## src/rtl/amse_pkg.sv

```systemverilog
// shared constants for the asynchronous memory strobe engine
package amse_pkg;

  // ************************************************************
  // interface clock source selection
  // ************************************************************
  localparam logic [1:0] CLK_SRC_EXT = 2'h0;
  localparam logic [1:0] CLK_SRC_DIV4 = 2'h1;
  localparam logic [1:0] CLK_SRC_DIV6 = 2'h2;
  localparam int CPU_DIV_A = 4;
  localparam int CPU_DIV_B = 6;
  localparam int DIV_CNT_W = 3;

  // ************************************************************
  // divided clock output ratio selection
  // ************************************************************
  localparam logic [1:0] OUT_DIV_1 = 2'h0;
  localparam logic [1:0] OUT_DIV_2 = 2'h1;
  localparam logic [1:0] OUT_DIV_4 = 2'h2;

  // ************************************************************
  // access timing
  // ************************************************************
  localparam int CNT_W = 6;
  localparam logic [CNT_W-1:0] READY_WINDOW = 6'h02;
  localparam logic [CNT_W-1:0] READY_TAIL = 6'h02;

  // ************************************************************
  // access sequencer states
  // ************************************************************
  typedef enum logic [1:0]
  {
    AMSE_IDLE = 2'b00,
    AMSE_SETUP = 2'b01,
    AMSE_STROBE = 2'b10,
    AMSE_HOLD = 2'b11
  } amse_state_t;

endpackage

```

## src/rtl/amse_top.sv

```systemverilog
// asynchronous memory strobe engine: clock generation and access sequencer
// What this block does
// interface clock from pin, cpu/4 or cpu/6
// divided clock output is input clock /1,/2,/4
// phase lengths counted in interface clock periods
// per-space setup, strobe, hold for reads, writes
// ready input synchronised before any use
// ready looked at only last two strobe cycles
// ready low stretches strobe cycle by cycle
// strobe ends two cycles after ready high
// far side holds ready levels about two periods
// three control pins act as oe, read, write
// enables, address, oe, write data are selects
// connects gluelessly to sram, rom and fifo
// setup, strobe, hold; strobe only in middle
// read data taken at final strobe cycle end
module amse_top
  import amse_pkg::*;
#(
  parameter int NUM_SPACES = 4,
  parameter int SPACE_W = 2,
  parameter int ADDR_W = 20,
  parameter int DATA_W = 64,
  parameter int BE_W = 8,
  parameter int SETUP_W = 4,
  parameter int STROBE_W = 6,
  parameter int HOLD_W = 3
)
(
  input wire logic REF_CLK,
  input wire logic RESETN,
  input wire logic [1:0] CLK_SRC_SEL,
  input wire logic [1:0] CLK_OUT_DIV_SEL,
  input wire logic [NUM_SPACES*SETUP_W-1:0] CFG_READ_SETUP,
  input wire logic [NUM_SPACES*STROBE_W-1:0] CFG_READ_STROBE,
  input wire logic [NUM_SPACES*HOLD_W-1:0] CFG_READ_HOLD,
  input wire logic [NUM_SPACES*SETUP_W-1:0] CFG_WRITE_SETUP,
  input wire logic [NUM_SPACES*STROBE_W-1:0] CFG_WRITE_STROBE,
  input wire logic [NUM_SPACES*HOLD_W-1:0] CFG_WRITE_HOLD,
  input wire logic REQ_VALID,
  output logic REQ_READY,
  input wire logic REQ_WRITE,
  input wire logic [SPACE_W-1:0] REQ_SPACE,
  input wire logic [ADDR_W-1:0] REQ_ADDR,
  input wire logic [BE_W-1:0] REQ_BYTE_EN,
  input wire logic [DATA_W-1:0] REQ_WDATA,
  output logic [DATA_W-1:0] RD_DATA,
  output logic RD_VALID,
  output logic ACCESS_DONE,
  input wire logic MEM_CLOCK_IN,
  output logic MEM_CLOCK_OUT_FULL,
  output logic MEM_CLOCK_OUT_DIVIDED,
  input wire logic EXT_READY_IN,
  output logic [NUM_SPACES-1:0] CHIP_ENABLE_N,
  output logic [BE_W-1:0] BYTE_ENABLE_N,
  output logic [ADDR_W-1:0] MEM_ADDR_BUS,
  output logic [DATA_W-1:0] MEM_DATA_OUT,
  output logic MEM_DATA_OE,
  input wire logic [DATA_W-1:0] MEM_DATA_IN,
  output logic OUTPUT_ENABLE_N,
  output logic READ_STROBE_N,
  output logic WRITE_STROBE_N
);

  // a programmed zero still yields one full interface period
  function automatic logic [CNT_W-1:0] min_one(input logic [CNT_W-1:0] v);
    min_one = (v == '0) ? CNT_W'(1) : v;
  endfunction

  // ************************************************************
  // interface clock generation
  // ************************************************************
  logic [DIV_CNT_W-1:0] div_cnt, next_div_cnt;
  logic ext_s1, ext_s2;
  logic clk_level, next_clk_level;
  logic [1:0] out_cnt, next_out_cnt;
  logic div_out, next_div_out;
  logic tick;
  logic [DIV_CNT_W-1:0] div_top;
  logic [DIV_CNT_W-1:0] div_half;

  // source level picked per select, edge of it becomes the tick enable
  always_comb
  begin
    div_top = (CLK_SRC_SEL == CLK_SRC_DIV6) ? DIV_CNT_W'(CPU_DIV_B - 1)
                                             : DIV_CNT_W'(CPU_DIV_A - 1);
    div_half = (CLK_SRC_SEL == CLK_SRC_DIV6) ? DIV_CNT_W'(CPU_DIV_B / 2)
                                              : DIV_CNT_W'(CPU_DIV_A / 2);
    next_div_cnt = (div_cnt >= div_top) ? '0 : div_cnt + DIV_CNT_W'(1);
    if (CLK_SRC_SEL == CLK_SRC_EXT)
    begin
      next_clk_level = ext_s2;
    end
    else
    begin
      next_clk_level = (div_cnt < div_half);
    end
    tick = next_clk_level & ~clk_level;
    next_out_cnt = tick ? out_cnt + 2'h1 : out_cnt;
    case (CLK_OUT_DIV_SEL)
      OUT_DIV_2: next_div_out = out_cnt[0];
      OUT_DIV_4: next_div_out = out_cnt[1];
      default: next_div_out = clk_level;
    endcase
  end

  // pin clock is sampled by two flops; only the second is read
  always_ff @(posedge REF_CLK or negedge RESETN)
  begin
    if (!RESETN)
    begin
      div_cnt <= '0;
      ext_s1 <= 1'b0;
      ext_s2 <= 1'b0;
      clk_level <= 1'b0;
      out_cnt <= '0;
      div_out <= 1'b0;
    end
    else
    begin
      div_cnt <= next_div_cnt;
      ext_s1 <= MEM_CLOCK_IN;
      ext_s2 <= ext_s1;
      clk_level <= next_clk_level;
      out_cnt <= next_out_cnt;
      div_out <= next_div_out;
    end
  end

  assign MEM_CLOCK_OUT_FULL = clk_level;
  assign MEM_CLOCK_OUT_DIVIDED = div_out;

  // ************************************************************
  // ready and read data synchronisers
  // ************************************************************
  logic rdy_s1, rdy_s2;
  logic [DATA_W-1:0] din_s1, din_s2;

  // ready may toggle at any time, so it never reaches logic unsynchronised
  always_ff @(posedge REF_CLK or negedge RESETN)
  begin
    if (!RESETN)
    begin
      rdy_s1 <= 1'b1;
      rdy_s2 <= 1'b1;
      din_s1 <= '0;
      din_s2 <= '0;
    end
    else
    begin
      rdy_s1 <= EXT_READY_IN;
      rdy_s2 <= rdy_s1;
      din_s1 <= MEM_DATA_IN;
      din_s2 <= din_s1;
    end
  end

  // ************************************************************
  // access sequencer
  // ************************************************************
  amse_state_t state, next_state;
  logic [CNT_W-1:0] cnt, next_cnt;
  logic [CNT_W-1:0] strobe_len, next_strobe_len;
  logic [CNT_W-1:0] hold_len, next_hold_len;
  logic is_write, next_is_write;
  logic rdy_seen_low, next_rdy_seen_low;
  logic [NUM_SPACES-1:0] ce_n, next_ce_n;
  logic [BE_W-1:0] be_n, next_be_n;
  logic [ADDR_W-1:0] addr, next_addr;
  logic [DATA_W-1:0] wdata, next_wdata;
  logic [DATA_W-1:0] rdata, next_rdata;
  logic oe_n, next_oe_n, re_n, next_re_n, we_n, next_we_n, dat_oe, next_dat_oe;
  logic rd_valid, next_rd_valid, done, next_done;
  logic [CNT_W-1:0] cfg_setup, cfg_strobe, cfg_hold;
  logic take;

  // requests are taken only on an interface tick so setup is whole periods
  assign REQ_READY = (state == AMSE_IDLE) && tick;
  assign take = REQ_VALID && REQ_READY;

  always_comb
  begin
    // per-space timing pulled from the flat configuration ports
    if (REQ_WRITE)
    begin
      cfg_setup = CNT_W'(CFG_WRITE_SETUP[REQ_SPACE*SETUP_W +: SETUP_W]);
      cfg_strobe = CNT_W'(CFG_WRITE_STROBE[REQ_SPACE*STROBE_W +: STROBE_W]);
      cfg_hold = CNT_W'(CFG_WRITE_HOLD[REQ_SPACE*HOLD_W +: HOLD_W]);
    end
    else
    begin
      cfg_setup = CNT_W'(CFG_READ_SETUP[REQ_SPACE*SETUP_W +: SETUP_W]);
      cfg_strobe = CNT_W'(CFG_READ_STROBE[REQ_SPACE*STROBE_W +: STROBE_W]);
      cfg_hold = CNT_W'(CFG_READ_HOLD[REQ_SPACE*HOLD_W +: HOLD_W]);
    end
    next_state = state;
    next_cnt = cnt;
    next_strobe_len = strobe_len;
    next_hold_len = hold_len;
    next_is_write = is_write;
    next_rdy_seen_low = rdy_seen_low;
    next_ce_n = ce_n;
    next_be_n = be_n;
    next_addr = addr;
    next_wdata = wdata;
    next_rdata = rdata;
    next_oe_n = oe_n;
    next_re_n = re_n;
    next_we_n = we_n;
    next_dat_oe = dat_oe;
    next_rd_valid = 1'b0;
    next_done = 1'b0;
    case (state)
      AMSE_IDLE:
      begin
        if (take)
        begin
          // selects go valid at setup start and stay through hold
          next_state = AMSE_SETUP;
          next_cnt = min_one(cfg_setup);
          next_strobe_len = min_one(cfg_strobe);
          next_hold_len = min_one(cfg_hold);
          next_is_write = REQ_WRITE;
          next_rdy_seen_low = 1'b0;
          next_ce_n = ~(NUM_SPACES'(1) << REQ_SPACE);
          next_be_n = ~REQ_BYTE_EN;
          next_addr = REQ_ADDR;
          next_wdata = REQ_WDATA;
          next_dat_oe = REQ_WRITE;
          next_oe_n = REQ_WRITE;
        end
      end
      AMSE_SETUP:
      begin
        if (tick)
        begin
          if (cnt == CNT_W'(1))
          begin
            next_state = AMSE_STROBE;
            next_cnt = strobe_len;
            next_re_n = is_write;
            next_we_n = ~is_write;
          end
          else
          begin
            next_cnt = cnt - CNT_W'(1);
          end
        end
      end
      AMSE_STROBE:
      begin
        if (tick)
        begin
          if (cnt > READY_WINDOW)
          begin
            next_cnt = cnt - CNT_W'(1);
          end
          else if (!rdy_s2)
          begin
            next_rdy_seen_low = 1'b1;
          end
          else if (rdy_seen_low)
          begin
            // ready back high: exactly two more strobe periods follow
            next_rdy_seen_low = 1'b0;
            next_cnt = READY_TAIL;
          end
          else if (cnt == CNT_W'(1))
          begin
            next_state = AMSE_HOLD;
            next_cnt = hold_len;
            next_re_n = 1'b1;
            next_we_n = 1'b1;
            next_rdata = is_write ? rdata : din_s2;
            next_rd_valid = ~is_write;
          end
          else
          begin
            next_cnt = cnt - CNT_W'(1);
          end
        end
      end
      AMSE_HOLD:
      begin
        if (tick)
        begin
          if (cnt == CNT_W'(1))
          begin
            next_state = AMSE_IDLE;
            next_ce_n = '1;
            next_be_n = '1;
            next_oe_n = 1'b1;
            next_dat_oe = 1'b0;
            next_done = 1'b1;
          end
          else
          begin
            next_cnt = cnt - CNT_W'(1);
          end
        end
      end
      default:
      begin
        next_state = AMSE_IDLE;
      end
    endcase
  end

  // all memory pins come straight from flops, so no glitches on strobes
  always_ff @(posedge REF_CLK or negedge RESETN)
  begin
    if (!RESETN)
    begin
      state <= AMSE_IDLE;
      cnt <= '0;
      strobe_len <= '0;
      hold_len <= '0;
      is_write <= 1'b0;
      rdy_seen_low <= 1'b0;
      ce_n <= '1;
      be_n <= '1;
      addr <= '0;
      wdata <= '0;
      rdata <= '0;
      oe_n <= 1'b1;
      re_n <= 1'b1;
      we_n <= 1'b1;
      dat_oe <= 1'b0;
      rd_valid <= 1'b0;
      done <= 1'b0;
    end
    else
    begin
      state <= next_state;
      cnt <= next_cnt;
      strobe_len <= next_strobe_len;
      hold_len <= next_hold_len;
      is_write <= next_is_write;
      rdy_seen_low <= next_rdy_seen_low;
      ce_n <= next_ce_n;
      be_n <= next_be_n;
      addr <= next_addr;
      wdata <= next_wdata;
      rdata <= next_rdata;
      oe_n <= next_oe_n;
      re_n <= next_re_n;
      we_n <= next_we_n;
      dat_oe <= next_dat_oe;
      rd_valid <= next_rd_valid;
      done <= next_done;
    end
  end

  assign CHIP_ENABLE_N = ce_n; // plain flopped pins, no glue to sram, rom or fifo
  assign BYTE_ENABLE_N = be_n;
  assign MEM_ADDR_BUS = addr;
  assign MEM_DATA_OUT = wdata;
  assign MEM_DATA_OE = dat_oe;
  assign OUTPUT_ENABLE_N = oe_n;
  assign READ_STROBE_N = re_n;
  assign WRITE_STROBE_N = we_n;
  assign RD_DATA = rdata;
  assign RD_VALID = rd_valid;
  assign ACCESS_DONE = done;

endmodule

```

## config.mk

```make
export PLATFORM = sky130hd
export DESIGN_NAME = amse_top
export DESIGN_NICKNAME = d
export VERILOG_FILES = /design/src/rtl/amse_pkg.sv /design/src/rtl/amse_top.sv
export SDC_FILE = /design/constraint.sdc
export NUM_CORES = 1
export LEC_CHECK = 0
export ABC_AREA = 1
export BUFFER_PORTS_ARGS = -buffer_cell sky130_fd_sc_hd__buf_2
export CORE_ASPECT_RATIO = 1.4
export CORE_MARGIN = 2
export CORE_UTILIZATION = 30
export CTS_BUF_LIST = sky130_fd_sc_hd__clkbuf_8
export CTS_CLUSTER_SIZE = 8
export DETAILED_ROUTE_END_ITERATION = 8
export SETUP_SLACK_MARGIN = 0.02
export SLEW_MARGIN = 20
export SYNTH_ARGS = -nofsm -noshare
export SYNTH_HDL_FRONTEND = slang
export SYNTH_SLANG_ARGS = --single-unit
export TNS_END_PERCENT = 30
```

## constraint.sdc

```tcl
create_clock -name REF_CLK -period 2.1 [get_ports REF_CLK]
set_input_delay 0.21 -clock REF_CLK [delete_from_list [all_inputs] [get_ports REF_CLK]]
set_output_delay 0.21 -clock REF_CLK [all_outputs]
set_load 0.1 [all_outputs]
```

==> results of run 1 <==
## placed cells by master (no fill, tap or decap), types with 3 or more instances in the layout
| cell type | synthesis | final |
|---|---|---|
| nand4_1 | 10 | 10 |
| o22ai_1 | 4 | 4 |
| dfstp_2 | 17 | 17 |
| nor2_1 | 82 | 80 |
| a21oi_1 | 17 | 17 |
| clkinv_2 | 0 | 4 |
| buf_12 | 6 | 13 |
| nor2_2 | 3 | 4 |
| nand3_1 | 22 | 22 |
| nor2_4 | 3 | 4 |
| o211ai_1 | 16 | 16 |
| dlygate4sd3_1 | 0 | 169 |
| o21ai_0 | 44 | 44 |
| dfrtp_1 | 307 | 307 |
| nand2_1 | 526 | 525 |
| o21ai_1 | 14 | 14 |
| xnor2_1 | 3 | 3 |
| nand2_2 | 54 | 54 |
| diode_2 | 0 | 4 |
| ha_1 | 12 | 10 |
| or2_2 | 10 | 10 |
| clkbuf_8 | 0 | 59 |
| o21bai_1 | 8 | 8 |
| buf_4 | 2 | 30 |
| buf_2 | 20 | 438 |
| inv_1 | 67 | 84 |
## synthesized netlist by cell type, types with 4 or more instances
| master | count |
|---|---|
| nand2_1 | 526 |
| dfrtp_1 | 307 |
| nor2_1 | 82 |
| inv_1 | 67 |
| nand2_2 | 54 |
| o21ai_0 | 44 |
| clkbuf_1 | 22 |
| nand3_1 | 22 |
| buf_2 | 20 |
| a21oi_1 | 17 |
| dfstp_2 | 17 |
| o211ai_1 | 16 |
| o21ai_1 | 14 |
| ha_1 | 12 |
| nand4_1 | 10 |
| or2_2 | 10 |
| o21bai_1 | 8 |
| buf_12 | 6 |
| o22ai_1 | 4 |
## critical path: cells and delay by family (launching register included)
family                   cells  cell delay (ns)
buffers and inverters        3             0.39
flip-flops                   1             0.41
adder cells (fa/ha/maj)      1             0.21
AND/OR/NAND/NOR              1             0.12
## layer usage
metal,track usage,part of all wire,vias to the layer above
li1,-,-,5291
met2,0.288,0.49,464
met1,0.188,0.38,5044
met3,0.0342,0.060,142
met4,0.126,0.073,0
met5,0,0,-
## worst paths after layout
path / start / to / slack (ns) / depth (start not counted)
setup / recovery: state[1] / REQ_READY / 0.16 / 5
hold / removal: CFG_READ_STROBE[2] / strobe_len[2] / 0.07 / 5
setup reg to reg: state[0] / cnt[3] / 0.21 / 9
hold reg to reg: din_s1[6] / din_s2[6] / 0.34 / 0
max in group asynchronous: RESETN / MEM_DATA_OUT[46] / 1.17 / 3
min in group asynchronous: RESETN / RD_DATA[16] / 0.15 / 2
## cell families after synthesis
logic type	after synthesis	share of synthesized area
AO/OA/AOI/OAI	110	0.0522
XOR/XNOR	5	0.00349
adder cells (fa/ha/maj)	12	0.0120
buffers and inverters	126	0.0494
flip-flops	324	0.648
AND/OR/NAND/NOR	713	0.235
## timing repair
action | CTS | global route
pin swaps | 0 | 2
hold buffers | 169 | 0
cloned | 0 | 0
gates resized for setup | 2 | 3
setup buffers | 0 | 3
endpoints found under the setup margin | 1 | 51
endpoints found under the hold margin | 399 | 0
## layout make-up
class / count / area, um2
Antenna cell: 4 / 10.0
Timing Repair Buffer: 651 / 4380
Multi-Input combinational cell: 840 / 3820
Clock inverter: 23 / 123
Inverter: 71 / 269
Sequential cell: 324 / 8130
Tap cell: 540 / 676
Fill cell: 3949 / 23100
Clock buffer: 59 / 812
## registers in the layout (all words and copies together), names as in the netlist, 2 cells and up
register       count
MEM_ADDR_BUS      20
out_cnt            2
MEM_DATA_OUT      64
din_s1            64
strobe_len         6
cnt                6
din_s2            64
RD_DATA           64
div_cnt            3
state              2
BYTE_ENABLE_N      8
hold_len           3
CHIP_ENABLE_N      4
## power by group
part           internal (mW)  switching [mW]
registers               7.73           0.767
clock network           2.55            2.43
logic                   2.54            10.6
total                   12.8            13.8
==> key figures, run 1 <==
Status
  – Status: finished clean

Yosys
  – Ys Warns: 0
  – Post-synth ARST share: 1.00
  – Post-synth top area cell: dfrtp_1
  – Syn Inst Count: roughly 1.3k
  – Ranking of synthesized cells by area: dfrtp_1, nand2_1, dfstp_2
  – Seq/Total Area, Yosys: 0.648
  – Netlist cell types: 37
  – Flops & latches, synth: about 320
  – Syn nets: roughly 1.6k
  – Post-synth top flop: dfrtp_1
  – Post-synth top area share: 0.612
  – Syn Area/Cell: about 10 um2
  – Mapped cell area: between 0.01 and 0.015 mm2
  – Post-synth EDFFs: 0

Floorplan
  – Die height: around 250 um
  – Core Rows: between 80 and 90
  – Die area: between 0.04 and 0.05 mm2
  – Initial Util: 0.304
  – Core area: between 0.04 and 0.05 mm2
  – Top-level I/O count: approximately 440
  – Die X: around 180 um

Timing
  – Fmax: slightly above 0.5 GHz
  – Slew HR: 0.627
  – Setup TNS: 0 ns
  – RSZ-0062 raised after global routing: yes
  – Endpoints failing setup: 0
  – Tcrit/Tclk final: 0.924
  – Max-slew violation count: 0
  – Worst clock skew: approximately 0.014 ns
  – Worst-margin pin slew: 0.564 ns
  – Final worst path period need: 1.94 ns
  – Count of final hold-check violations: 0
  – Post-route setup slack: around 0.16 ns
  – Hold WS: approximately 0.067 ns

Clock tree
  – H-tree depth: 2
  – Clk buf depth: 3
  – CTS root buffer: clkbuf_8
  – Worst-path clk slew: 0.07 ns
  – Worst-Skew Late Latency: slightly below 0.6 ns
  – CTS sink cnt: ~320
  – Number of buffers created by CTS: 51
  – CTS tree: built

Placement
  – RePlAce Congestion: between 0.9 and 1
  – Pre-CTS WS: roughly 0.16 ns
  – Dpl cell area: around 0.016 mm2
  – Port buffer count: between 400 and 500
  – Dpl cells: 2,254
  – DP Wirelength: between 20 and 30 mm

Power and ir drop
  – Pwr Total: ~27 mW
  – Pwr dens: 1460 mW/mm2
  – Lkg Pwr: ~10 nW
  – Max IR drop VDD: between 1 and 1.5 mV

Critical path
  – Req. time, crit path: ~1.9 ns
  – Max FO, Critical Path: 4
  – CP Cell Sequence: inv_1 -> ha_2 -> clkinv_2 -> nor2_4 -> buf_12
  – Critical path class: flop to output pin
  – Worst path arrival time: roughly 1.7 ns
  – Critical path launch point type: flop
  – Slowest Stage Delay on Critical Path: between 0.4 and 0.5 ns
  – Critical path's slowest cell: dfrtp_1
  – Worst setup EP type: output pin

Finish
  – Final net count: 2,223
  – Non-filler instance count after layout: between 2k and 3k
  – Share of cells above drive strength 1: 0.329
  – Area grow syn2layout: 45.3%
  – Core Util, Final: 0.441
  – Final Instance Area: between 0.015 and 0.02 mm2

Routing
  – DRC violations left: 0
  – Drt initial violations: ~560
  – Via count: ~11k
  – Drt pass-1 iters: 5
  – Post-DRT Antenna Nets: 0
  – Drt wl/cell: between 10 and 15 um
  – Post-Route WL: 37.5 mm
  – Vias per inst: 4.36

Global route
  – First-pass GRT wire length: 58.4 mm
  – Largest net degree at the start of global routing: 73
  – Initial antenna violation count: 2
  – Grt ovf: 0
  – Total Routing Usage GR: 0.170
  – Vias in the first global route: 11.4k

Worst hold path
  – Hold crit path type: input pin to flop

Flow run
  – Max Cap Viol: 0
(Power assumes the default switching activity.)
==> inputs of run 2 (changes only) <==
- CAP_MARGIN: default -> 30
- CORE_ASPECT_RATIO: 1.4 -> 0.9
==> run 2 against run 1 <==
  * Count of clock-buffer cells in the layout rose by 10
  * Critical endpoint unchanged
  * Via count down 0.91%
  * Critical path type unchanged
  * Sequential share of layout area shrank 0.49 points
  * Global-route usage fell by 0.52 points
==> key figures, run 2 (same netlist as run 1, synthesis figures left out) <==
Routing
  – Drt initial violations: 670
  – Post-DRT Antenna Nets: 0
  – Vias per inst: 4.29
  – Post-Route WL: 36.7 mm
  – DRC violations left: 0
  – Drt pass-1 iters: 5
  – Via count: 10.8k
  – Drt wl/cell: 14.5 um

Finish
  – Non-filler instance count after layout: 2,527
  – Final Instance Area: about 0.018 mm2
  – Sequential Area: roughly 0.0081 mm2
  – Final net count: about 2.2k
  – Area of the multi-input gates: about 0.0038 mm2
  – Area grow syn2layout: 46.9%
  – Commonest non-fill, non-tap cell in the layout: nand2_1
  – # fillers: a little under 4k
  – Share of cells above drive strength 1: 0.333
  – Commonest non-fill, non-tap cells in the layout: nand2_1, buf_2, dfrtp_1

Power and ir drop
  – Max IR drop VDD: around 1.4 mV
  – Pwr dens: between 1000 and 1500 mW/mm2
  – Int Pwr: between 10 and 15 mW
  – Clock network fraction of design power: 0.212
  – Switching share of power: 0.507
  – Sw Pwr: approximately 14 mW
  – Lkg Pwr: 10.1 nW
  – Comb power frac: 0.480
  – Sequential share of power: 0.309

Critical path
  – Max FO, Critical Path: 4
  – CP Cell Sequence: inv_1 -> nand3_1 -> nand2_1 -> nand2_1 -> nand2_2 -> nand2_4 -> nor2_4 -> buf_12
  – Worst path arrival time: 1.78 ns
  – Slowest Stage Delay on Critical Path: approximately 0.41 ns
  – Critical path class: flop to output pin
  – Req. time, crit path: 1.89 ns
  – Cell family with most CP delay: simple AND/OR/NAND/NOR gates
  – R2R Setup Slk: around 0.16 ns
  – Worst setup EP type: output pin
  – Most frequent CP cell: nand2_1
  – Critical path's slowest cell: dfrtp_1
  – Critical path launch point type: flop
  – Worst Path Buf+Inv: 2

Placement
  – RePlAce Congestion: 0.862
  – Port buffer count: 440
  – Dpl cell area: 0.0155 mm2
  – Pre-CTS WS: a little over 0.08 ns
  – Dpl cells: 2,260
  – DP Wirelength: between 20 and 30 mm

Flow run
  – Max Cap Viol: 0

Clock tree
  – Worst-path clk slew: ~0.06 ns
  – Worst-Skew Late Latency: 0.62 ns
  – CTS tree: built
  – Clk buf depth: 3
  – CTS sink cnt: 324
  – Number of buffers created by CTS: 54
  – H-tree depth: 2
  – CTS root buffer: clkbuf_8

Global route
  – Grt ovf: 0
  – Total Routing Usage GR: 0.165
  – First-pass GRT wire length: 57.1 mm
  – Largest net degree at the start of global routing: 81
  – Initial antenna violation count: 3
  – Vias in the first global route: around 11k

Worst hold path
  – Hold crit path type: input pin to flop

Floorplan
  – Die area: about 0.043 mm2
  – Die height: about 200 um
  – Core Rows: 71
  – Die X: 220 um
  – Top-level I/O count: 441
  – Initial Util: 0.302
  – Core area: 0.0415 mm2

Timing
  – Tcrit/Tclk final: 0.947
  – Post-route setup slack: 0.111 ns
  – Fmax: just over 0.5 GHz
  – Hold WS: 0.0558 ns
  – Count of final hold-check violations: 0
  – Max-slew violation count: 0
  – Setup TNS: 0 ns
  – Worst clock skew: roughly 0.029 ns
  – Worst-margin pin slew: approximately 0.55 ns
  – RSZ-0062 raised after global routing: yes
  – Slew HR: 0.636
  – Endpoints failing setup: 0
  – Final worst path period need: 1.99 ns

Status
  – Status: finished clean
-- run 2: metal layers --
layer  up-vias  GRT usage  wire length (um)
met2       414      0.257             16600
met5         -          0                 8
met4         2     0.0658              1080
met1      5048      0.216             16200
li1       5291          -                 -
met3        86     0.0461              2740
-- run 2: metrics by stage --
stage / total power, mW / utilization
floorplan: 18.8 / -
global placement: 21.2 / 0.374
detailed placement: 21.4 / 0.374
CTS: 27.7 / 0.443
global route: 29.0 / 0.444
finish: 27.6 / 0.444
-- run 2: cell type report --
class | count | share of cell area
antenna | 3 | 0.000407
clock buffer | 69 | 0.0515
clock inverter | 25 | 0.0106
inverter | 71 | 0.0149
multi-input combinational | 840 | 0.208
sequential | 324 | 0.441
tap | 547 | 0.0371
timing repair buffer | 648 | 0.236
-- run 2: final timing paths --
path / start / end / depth (start not counted)
max in group asynchronous: RESETN / BYTE_ENABLE_N[7] / 3
worst max-delay path: div_cnt[0] / REQ_READY / 8
worst min-delay path: CFG_READ_STROBE[16] / strobe_len[4] / 5
worst max register to register: state[1] / MEM_DATA_OUT[4] / 7
worst min register to register: din_s1[25] / din_s2[25] / 0
min in group asynchronous: RESETN / din_s2[35] / 2
-- run 2: repair_timing --
action / CTS / global route
pin swaps: 0 / 4
setup buffers: 0 / 2
hold endpoints to repair: 471 / 0
hold buffers: 168 / 0
setup endpoints to repair: 1 / 123
resized for setup: 5 / 7
-- run 2: power by group through the flow --
stage | clock network [mW] | registers [mW] | logic, mW
finish | 5.85 | 8.52 | 13.2
global route | 6.36 | 8.68 | 14.0
CTS | 6.05 | 8.50 | 13.2
detailed placement | 0 | 8.56 | 12.8
global placement | 0 | 8.54 | 12.7
floorplan | 0 | 15.9 | 2.83
-- run 2: tightest hold or removal path: stages --
cell	delay, ns
buf_2	0.08
o211ai_1	0.07
nand2_1	0.06
nor2_1	0.05
o21ai_0	0.15
